==> config.mk <==
export PLATFORM = sky130hd
export DESIGN_NAME = timer_pin_irq
export DESIGN_NICKNAME = d
export VERILOG_FILES = /design/src/timer_pin_pkg.sv /design/src/pin_select.sv /design/src/timer_pin_irq.sv
export VERILOG_INCLUDE_DIRS = /design/src
export SDC_FILE = /design/constraint.sdc
export NUM_CORES = 1
export LEC_CHECK = 0
export BUFFER_PORTS_ARGS = -buffer_cell sky130_fd_sc_hd__buf_2
export CELL_PAD_IN_SITES_DETAIL_PLACEMENT = 1
export CELL_PAD_IN_SITES_GLOBAL_PLACEMENT = 1
export CORE_ASPECT_RATIO = 0.6
export CORE_MARGIN = 5
export CORE_UTILIZATION = 35
export CTS_BUF_LIST = sky130_fd_sc_hd__clkbuf_8
export CTS_CLUSTER_SIZE = 8
export DETAILED_ROUTE_END_ITERATION = 8
export GPL_TIMING_DRIVEN = 0
export PLACE_DENSITY = 0.64
export SYNTH_ARGS = -nofsm -noshare
export SYNTH_HDL_FRONTEND = slang
export SYNTH_SLANG_ARGS = --single-unit
==> constraint.sdc <==
create_clock -name clk -period 2.25 [get_ports clk]
set_input_delay 0 -clock clk [delete_from_list [all_inputs] [get_ports clk]]
set_output_delay 0 -clock clk [all_outputs]
set_load 0.005 [all_outputs]
==> src/timer_pin_defines.svh <==
// offsets, field positions, reset values and widths of the timer pin and interrupt-enable block
`ifndef TIMER_PIN_DEFINES_SVH
`define TIMER_PIN_DEFINES_SVH

// ----------------------------------------
// register offsets
// ----------------------------------------
`define REG_IRQ_ENABLE 4'h0
`define REG_IO_CTRL_AB 4'h1
`define REG_IO_CTRL_CD 4'h2
`define REG_INIT_LEVEL 4'h3
`define REG_PORT_DIR 4'h4
`define REG_EVT_STATUS 4'h5
`define REG_EVT_MASK 4'h6

// ----------------------------------------
// field positions
// ----------------------------------------
`define IRQ_EN_OVERFLOW_BIT 7
`define IRQ_EN_D_BIT 3
`define IRQ_EN_C_BIT 2
`define IRQ_EN_B_BIT 1
`define IRQ_EN_A_BIT 0
`define IO_SEL_LO_LSB 0
`define IO_SEL_HI_LSB 4
`define INIT_LEVEL_A_BIT 0
`define DIR_PIN1_BIT 1
`define DIR_PIN2_BIT 2
`define DIR_PIN3_BIT 3
`define EVT_WIDTH 5

// ----------------------------------------
// reset and fixed values
// ----------------------------------------
`define IRQ_EN_RESET 8'h00
`define IRQ_EN_RSVD_ONES 8'h70
`define IRQ_EN_WRITABLE 8'h8F
`define IO_CTRL_RESET 8'h00
`define INIT_LEVEL_RESET 1'h0
`define PORT_DIR_RESET 8'h00
`define EVT_RESET 5'h00

`endif

==> src/timer_pin_pkg.sv <==
// types and pin-mode decoding for the timer pin and interrupt-enable block
package timer_pin_pkg;

    // ----------------------------------------
    // pin function
    // ----------------------------------------
    typedef enum logic [2:0] {
        PIN_PORT_IN = 3'b001,
        PIN_PORT_OUT = 3'b010,
        PIN_TIMER_OUT = 3'b100
    } pin_mode_type;

    // 001 and 01x give the timer the pin; 000 and 1xx leave it to the port
    function automatic pin_mode_type pin_mode(input logic [2:0] io_sel, input logic port_dir);
        if (io_sel[2] == 1'b0 && io_sel[1:0] != 2'b00) begin
            return PIN_TIMER_OUT;
        end
        return port_dir ? PIN_PORT_OUT : PIN_PORT_IN;
    endfunction : pin_mode

endpackage : timer_pin_pkg

==> src/pin_select.sv <==
// one shared timer/port pin: function select, drive and capture feed
`timescale 1ns/100ps
module pin_select (
    // clock and reset
    input wire logic clk,
    input wire logic rst,
    // control
    input wire logic [2:0] io_sel,
    input wire logic port_dir,
    // levels to drive
    input wire logic port_data,
    input wire logic timer_level,
    // pin
    input wire logic pin_i,
    output logic pin_o,
    output logic pin_oe,
    // capture feed, always connected
    output logic capture_o
);

    timer_pin_pkg::pin_mode_type mode;

    assign mode = timer_pin_pkg::pin_mode(io_sel, port_dir);

    // ----------------------------------------
    // pin drive
    // ----------------------------------------
    always_ff @(posedge clk or posedge rst) begin
        if (rst) begin
            pin_o <= 1'b0;
            pin_oe <= 1'b0;
        end else begin
            unique case (mode)
                timer_pin_pkg::PIN_TIMER_OUT: begin
                    pin_o <= timer_level;
                    pin_oe <= 1'b1;
                end
                timer_pin_pkg::PIN_PORT_OUT: begin
                    pin_o <= port_data;
                    pin_oe <= 1'b1;
                end
                timer_pin_pkg::PIN_PORT_IN: begin
                    pin_o <= 1'b0;
                    pin_oe <= 1'b0;
                end
            endcase
        end
    end

    // ----------------------------------------
    // capture feed
    // ----------------------------------------
    // the timer still sees the pin as a port; in output mode it sees its own drive
    always_ff @(posedge clk or posedge rst) begin
        if (rst) begin
            capture_o <= 1'b0;
        end else begin
            capture_o <= pin_oe ? pin_o : pin_i;
        end
    end

endmodule : pin_select

==> src/timer_pin_irq.sv <==
// timer pin function select, channel A initial level and interrupt-enable register
`timescale 1ns/100ps
`include "timer_pin_defines.svh"

module timer_pin_irq #(
    parameter int ADDR_WIDTH = 4,
    parameter int DATA_WIDTH = 8
) (
    // clock and reset
    input wire logic clk,
    input wire logic rst,
    // register port
    input wire logic [ADDR_WIDTH-1:0] reg_addr,
    input wire logic [DATA_WIDTH-1:0] reg_wdata,
    input wire logic reg_write,
    input wire logic reg_read,
    output logic [DATA_WIDTH-1:0] reg_rdata,
    // status flags from the timer datapath
    input wire logic counter_overflow_flag,
    input wire logic chan_a_match_flag,
    input wire logic chan_b_match_flag,
    input wire logic chan_c_match_flag,
    input wire logic chan_d_match_flag,
    // compare output levels from the timer datapath
    input wire logic chan_a_compare_match,
    input wire logic chan_a_compare_level,
    input wire logic chan_b_out_level,
    input wire logic chan_c_out_level,
    // port data for pins in port mode
    input wire logic port8_pin1_data,
    input wire logic port8_pin2_data,
    input wire logic port8_pin3_data,
    // shared pins
    input wire logic timer_pin_chan_a_i,
    output logic timer_pin_chan_a_o,
    output logic timer_pin_chan_a_oe,
    input wire logic timer_pin_chan_b_i,
    output logic timer_pin_chan_b_o,
    output logic timer_pin_chan_b_oe,
    input wire logic timer_pin_chan_c_i,
    output logic timer_pin_chan_c_o,
    output logic timer_pin_chan_c_oe,
    // capture inputs to the timer
    output logic chan_a_capture_in,
    output logic chan_b_capture_in,
    output logic chan_c_capture_in,
    // gated requests to the interrupt controller
    output logic overflow_irq_request,
    output logic chan_a_irq_request,
    output logic chan_b_irq_request,
    output logic chan_c_irq_request,
    output logic chan_d_irq_request,
    // summary interrupt
    output logic irq
);

    // ----------------------------------------
    // parameter check
    // ----------------------------------------
    generate
        if (DATA_WIDTH != 8 || ADDR_WIDTH < 3) begin : g_bad_params
            $error("timer_pin_irq needs DATA_WIDTH of 8 and ADDR_WIDTH of at least 3");
        end
    endgenerate

    // ----------------------------------------
    // declarations
    // ----------------------------------------
    logic [7:0] irq_enable_q;
    logic [7:0] io_ctrl_ab_q;
    logic [7:0] io_ctrl_cd_q;
    logic chan_a_initial_level_q;
    logic [7:0] port8_direction_q;
    logic [`EVT_WIDTH-1:0] evt_status_q;
    logic [`EVT_WIDTH-1:0] evt_status_d;
    logic [`EVT_WIDTH-1:0] evt_mask_q;
    logic [`EVT_WIDTH-1:0] flag_prev_q;
    logic [`EVT_WIDTH-1:0] flags;
    logic [`EVT_WIDTH-1:0] evt_rise;
    logic chan_a_matched_q;
    logic chan_a_level;
    logic [7:0] read_value;

    // ----------------------------------------
    // flag vector
    // ----------------------------------------
    // same bit order as the event status and mask registers
    assign flags = {counter_overflow_flag, chan_d_match_flag, chan_c_match_flag, chan_b_match_flag,
                    chan_a_match_flag};

    // ----------------------------------------
    // address decode
    // ----------------------------------------
    // exact match: a partial decode would let aliases land writes in the wrong register
    function automatic logic hit(input logic [ADDR_WIDTH-1:0] addr, input logic [3:0] offset);
        return addr == ADDR_WIDTH'(offset);
    endfunction : hit

    // ----------------------------------------
    // interrupt enable register
    // ----------------------------------------
    always_ff @(posedge clk or posedge rst) begin
        if (rst) begin
            irq_enable_q <= `IRQ_EN_RESET;
        end else if (reg_write && hit(reg_addr, `REG_IRQ_ENABLE)) begin
            irq_enable_q <= reg_wdata & `IRQ_EN_WRITABLE;
        end
    end

    // ----------------------------------------
    // io control and port direction
    // ----------------------------------------
    // unused select bits are kept so software reads back what it wrote
    always_ff @(posedge clk or posedge rst) begin
        if (rst) begin
            io_ctrl_ab_q <= `IO_CTRL_RESET;
            io_ctrl_cd_q <= `IO_CTRL_RESET;
            port8_direction_q <= `PORT_DIR_RESET;
        end else if (reg_write) begin
            if (hit(reg_addr, `REG_IO_CTRL_AB)) begin
                io_ctrl_ab_q <= reg_wdata;
            end
            if (hit(reg_addr, `REG_IO_CTRL_CD)) begin
                io_ctrl_cd_q <= reg_wdata;
            end
            if (hit(reg_addr, `REG_PORT_DIR)) begin
                port8_direction_q <= reg_wdata;
            end
        end
    end

    // ----------------------------------------
    // channel A initial level
    // ----------------------------------------
    always_ff @(posedge clk or posedge rst) begin
        if (rst) begin
            chan_a_initial_level_q <= `INIT_LEVEL_RESET;
        end else if (reg_write && hit(reg_addr, `REG_INIT_LEVEL)) begin
            chan_a_initial_level_q <= reg_wdata[`INIT_LEVEL_A_BIT];
        end
    end

    // a new initial level hands the pin back to it, unless a match lands the same cycle
    always_ff @(posedge clk or posedge rst) begin
        if (rst) begin
            chan_a_matched_q <= 1'b0;
        end else if (chan_a_compare_match) begin
            chan_a_matched_q <= 1'b1;
        end else if (reg_write && hit(reg_addr, `REG_INIT_LEVEL)) begin
            chan_a_matched_q <= 1'b0;
        end
    end

    assign chan_a_level = chan_a_matched_q ? chan_a_compare_level : chan_a_initial_level_q;

    // ----------------------------------------
    // shared pins
    // ----------------------------------------
    // channel A takes its own level; B and C follow the datapath's compare outputs
    pin_select u_pin_a (
        .clk(clk),
        .rst(rst),
        .io_sel(io_ctrl_ab_q[`IO_SEL_LO_LSB +: 3]),
        .port_dir(port8_direction_q[`DIR_PIN1_BIT]),
        .port_data(port8_pin1_data),
        .timer_level(chan_a_level),
        .pin_i(timer_pin_chan_a_i),
        .pin_o(timer_pin_chan_a_o),
        .pin_oe(timer_pin_chan_a_oe),
        .capture_o(chan_a_capture_in)
    );

    pin_select u_pin_b (
        .clk(clk),
        .rst(rst),
        .io_sel(io_ctrl_ab_q[`IO_SEL_HI_LSB +: 3]),
        .port_dir(port8_direction_q[`DIR_PIN2_BIT]),
        .port_data(port8_pin2_data),
        .timer_level(chan_b_out_level),
        .pin_i(timer_pin_chan_b_i),
        .pin_o(timer_pin_chan_b_o),
        .pin_oe(timer_pin_chan_b_oe),
        .capture_o(chan_b_capture_in)
    );

    pin_select u_pin_c (
        .clk(clk),
        .rst(rst),
        .io_sel(io_ctrl_cd_q[`IO_SEL_LO_LSB +: 3]),
        .port_dir(port8_direction_q[`DIR_PIN3_BIT]),
        .port_data(port8_pin3_data),
        .timer_level(chan_c_out_level),
        .pin_i(timer_pin_chan_c_i),
        .pin_o(timer_pin_chan_c_o),
        .pin_oe(timer_pin_chan_c_oe),
        .capture_o(chan_c_capture_in)
    );

    // ----------------------------------------
    // gated requests
    // ----------------------------------------
    // registered so the requests leave flops; one cycle later than the flags
    always_ff @(posedge clk or posedge rst) begin
        if (rst) begin
            overflow_irq_request <= 1'b0;
            chan_a_irq_request <= 1'b0;
            chan_b_irq_request <= 1'b0;
            chan_c_irq_request <= 1'b0;
            chan_d_irq_request <= 1'b0;
        end else begin
            overflow_irq_request <= counter_overflow_flag & irq_enable_q[`IRQ_EN_OVERFLOW_BIT];
            chan_d_irq_request <= chan_d_match_flag & irq_enable_q[`IRQ_EN_D_BIT];
            chan_c_irq_request <= chan_c_match_flag & irq_enable_q[`IRQ_EN_C_BIT];
            chan_b_irq_request <= chan_b_match_flag & irq_enable_q[`IRQ_EN_B_BIT];
            chan_a_irq_request <= chan_a_match_flag & irq_enable_q[`IRQ_EN_A_BIT];
        end
    end

    // ----------------------------------------
    // sticky event status and summary interrupt
    // ----------------------------------------
    assign evt_rise = flags & ~flag_prev_q;

    // set beats a write-one-to-clear in the same cycle
    always_comb begin
        evt_status_d = evt_status_q;
        if (reg_write && hit(reg_addr, `REG_EVT_STATUS)) begin
            evt_status_d = evt_status_d & ~reg_wdata[`EVT_WIDTH-1:0];
        end
        evt_status_d = evt_status_d | evt_rise;
    end

    always_ff @(posedge clk or posedge rst) begin
        if (rst) begin
            flag_prev_q <= `EVT_RESET;
            evt_status_q <= `EVT_RESET;
        end else begin
            flag_prev_q <= flags;
            evt_status_q <= evt_status_d;
        end
    end

    // the mask shapes irq only; the per-source requests ignore it
    always_ff @(posedge clk or posedge rst) begin
        if (rst) begin
            evt_mask_q <= `EVT_RESET;
        end else if (reg_write && hit(reg_addr, `REG_EVT_MASK)) begin
            evt_mask_q <= reg_wdata[`EVT_WIDTH-1:0];
        end
    end

    // built from the next status so irq rises in the same cycle as its bit
    always_ff @(posedge clk or posedge rst) begin
        if (rst) begin
            irq <= 1'b0;
        end else begin
            irq <= |(evt_status_d & evt_mask_q);
        end
    end

    // ----------------------------------------
    // read port
    // ----------------------------------------
    always_comb begin
        read_value = 8'h00;
        if (hit(reg_addr, `REG_IRQ_ENABLE)) begin
            read_value = irq_enable_q | `IRQ_EN_RSVD_ONES;
        end else if (hit(reg_addr, `REG_IO_CTRL_AB)) begin
            read_value = io_ctrl_ab_q;
        end else if (hit(reg_addr, `REG_IO_CTRL_CD)) begin
            read_value = io_ctrl_cd_q;
        end else if (hit(reg_addr, `REG_INIT_LEVEL)) begin
            read_value = {7'h00, chan_a_initial_level_q};
        end else if (hit(reg_addr, `REG_PORT_DIR)) begin
            read_value = port8_direction_q;
        end else if (hit(reg_addr, `REG_EVT_STATUS)) begin
            read_value = {3'h0, evt_status_q};
        end else if (hit(reg_addr, `REG_EVT_MASK)) begin
            read_value = {3'h0, evt_mask_q};
        end
    end

    // data stand only in the cycle after the strobe; unmapped reads give zero
    always_ff @(posedge clk or posedge rst) begin
        if (rst) begin
            reg_rdata <= 8'h00;
        end else begin
            reg_rdata <= reg_read ? read_value : 8'h00;
        end
    end

endmodule : timer_pin_irq

==> flow_summary.ini <==
[final_layout]
drive_gt1_frac = 0.3153
fill_cells = 881
diodes = 0
final_common_cell = dfrtp_1
final_cell_mix = dfrtp_1 (69), buf_2 (55), mux2_2 (33)
fin_area_mm2 = 0.003722
stdcell_count = 441
syn_to_final_growth_pct = 28.51
nets = 359

[global_route]
grt_pass1_vias = 2275
grt_max_degree = 70
antenna_found_initial = 0
gr-usage-all-layers = 0.1607
grt-ovfl-total = 0
grt_pass1_wl_um = 12360

[synthesis]
synthDistinctLibCells = 31
synth_fp_nets = 273
netlist_area_mm2 = 0.002897
synth_top_area_share = 0.5961
ys_seq_elements = 69
avgSynthCellArea_um2 = 11.97
synth_cells = 242
seq_area_frac_synth = 0.5961
yosys.area.top_type = dfrtp_1
synth.area.top_cells = dfrtp_1 (60%), mux2_2 (13%), o21ai_0 (3.8%)
ys_warn_count = 0

[placement]
dp_hpwl_um = 5192
post-place-cells = 401
portBuffers = 51
gp_congestion = 0.7847
place_area_mm2 = 0.003289

[timing]
finalCriticalPeriod_ns = 1.658
maxSlewViolCount = 0
fin_crit_sh = 0.7368
tightest_slew_ns = 0.8472
relSlewSlack = 0.4352
fmax_ghz = 0.6032
hold_viol_final = 0
grt_setup_unrepaired = false
fin_skew_ns = 0.008605
report.final.setup_viol = 0

[detailed_routing]
ant_nets = 0
drt-total-wl_um = 7368
top_layer = met4
drc = 0
met1_length_um = 3844
drt_iter0_drc = 84
vias_per_cell = 4.902
vias = 2162
dr_wl_met2_um = 3023
route.met3.wl_um = 432
drt_first_pass_iters = 4
wl_per_cell_um = 16.71

[setup_path]
end_kind = flip-flop
start_kind = flip-flop
cp.required_ns = 2.55
cp.arrival_ns = 1.95
regToRegSetupSlack_ns = 0.59
critPathKind = flip-flop to flip-flop
crit_path_max_fanout = 3

[floorplanning]
rows = 25
pin_count = 54
start_util = 0.3631
fp.dieH_um = 80.47
die_x_um = 127.4
fp.dieArea_mm2 = 0.01025
core_mm2 = 0.007976

[clocking]
post_cts_buffers = 0
clockRootBuffer = clkbuf_8
numClockSinks = 69
htree_num_levels = 3
cts_resized = 0
cts_tree = yes
clkLatencyLatePin_ns = 0.35
clockBufferDepth = 2
clk_pin_slew_ns = 0.08
cts_made_buffers = 9

[run_status]
outcome = finished, final reports clean

[power_and_ir_drop]
power.density_mw_per_mm2 = 841.8
p_clk_frac = 0.315
intPower_mw = 2.300
peakVddDrop_mv = 0.3641
power.switching_mw = 0.8332
p_leak_nw = 1.768
p_comb_frac = 0.177
sw_frac_of_total = 0.2659
pwr-share-seq = 0.508

[worst_hold_path]
hold_class = input pin to flip-flop

[job]
maxCapViolations = 0
-- cell type report --
cell class / count / area (um^2) / area share
clock inverter: 6 / 55.05 / 0.01479
timing repair buffer: 75 / 495.5 / 0.1331
multi-input combinational: 145 / 1056 / 0.2837
tap: 108 / 135.1 / 0.03630
buffer: 11 / 50.05 / 0.01345
inverter: 17 / 66.31 / 0.01782
clock buffer: 10 / 137.6 / 0.03697
sequential: 69 / 1727 / 0.4639
-- stage by stage --
stage                     TNS (ns)  hold slack, ns    util  worst slack [ns]  total power, mW
after detailed placement         0          0.1367  0.4124            0.5488            2.135
after floorplan                  0         0.03143       -            0.5101            1.906
final                            0         0.02049  0.4667            0.5921            3.133
after global routing             0         0.05211  0.4667            0.4765            3.321
after global placement      -25.90          0.1334  0.4121           -0.3822            2.109
after CTS                        0        0.002493  0.4667            0.6127            3.177
-- critical path, cell delays in order (launching register included) --
cell and delay, ns:
dfrtp_1 0.40, o21ai_0 0.42, nand3_1 0.12, o21ai_0 0.09, dlygate4sd3_1 0.57
-- registers in the layout (all words and copies together) (netlist names), 5 cells and up --
| name | count |
|---|---|
| io_ctrl_ab_q | 8 |
| io_ctrl_cd_q | 8 |
| port8_direction_q | 8 |
| reg_rdata | 8 |
| evt_mask_q | 5 |
| evt_status_q | 5 |
| flag_prev_q | 5 |
| irq_enable_q | 5 |
-- cell usage after synthesis --
cell / number
dfrtp_1: 69
mux2_2: 33
o21ai_0: 22
inv_1: 17
nand2_1: 13
nor2b_1: 10
mux2i_1: 7
nor2_1: 7
and2_1: 6
clkbuf_1: 6
a22oi_1: 5
nand2b_1: 5
nand3_1: 5
buf_2: 4
o22ai_1: 4
a21o_1: 3
a31oi_1: 3
o21a_1: 3
a2111oi_0: 2
a21oi_1: 2
a221o_1: 2
a22o_1: 2
a32oi_1: 2
and3_1: 2
nor3_1: 2
and4bb_1: 1
buf_4: 1
nand4_1: 1
nand4b_1: 1
o21bai_1: 1
or2_2: 1
-- final timing paths --
kind / start / end / cells past startpoint
worst max-delay path: io_ctrl_ab_q[4]$_DFFE_PP0P_ / u_pin_b.pin_o$_DFF_PP0_ / 4
max in group asynchronous: rst / port8_direction_q[4]$_DFFE_PP0P_ / 3
worst min-delay path: chan_a_compare_level / u_pin_a.pin_o$_DFF_PP0_ / 3
worst max register to register: io_ctrl_ab_q[4]$_DFFE_PP0P_ / u_pin_b.pin_o$_DFF_PP0_ / 4
worst min register to register: irq_enable_q[3]$_DFFE_PP0P_ / chan_d_irq_request$_DFF_PP0_ / 1
min in group asynchronous: rst / u_pin_c.pin_oe$_DFF_PP0_ / 3
-- metal layers --
layer,vias to the layer above,track usage
met5,-,0
li1,1011,-
met4,0,0.03854
met1,1088,0.2346
met3,9,0.06047
met2,54,0.2225
-- power groups by stage --
stage               clock, mW  combinational (mW)  sequential [mW]
floorplan                   0               0.318             1.59
global placement            0               0.500             1.61
detailed placement          0               0.518             1.62
CTS                      1.02               0.561             1.59
global route             1.08               0.621             1.62
finish                  0.988               0.553             1.59
-- repair_timing --
action | 4_1_cts | 5_1_grt
endpoints found under the setup margin | 0 | 0
endpoints found under the hold margin | 133 | 0
hold buffers | 24 | 0
-- kinds of logic (layout without fill, tap and decap cells) --
| family | Yosys count | after routing | synth area share |
|---|---|---|---|
| simple gates | 54 | 54 | 0.09936 |
| flops | 69 | 69 | 0.5961 |
| buf+inv | 28 | 119 | 0.03931 |
| compound gates | 51 | 51 | 0.1127 |
| mux | 40 | 40 | 0.1525 |
No activity file was read; power rests on OpenSTA's default activity.
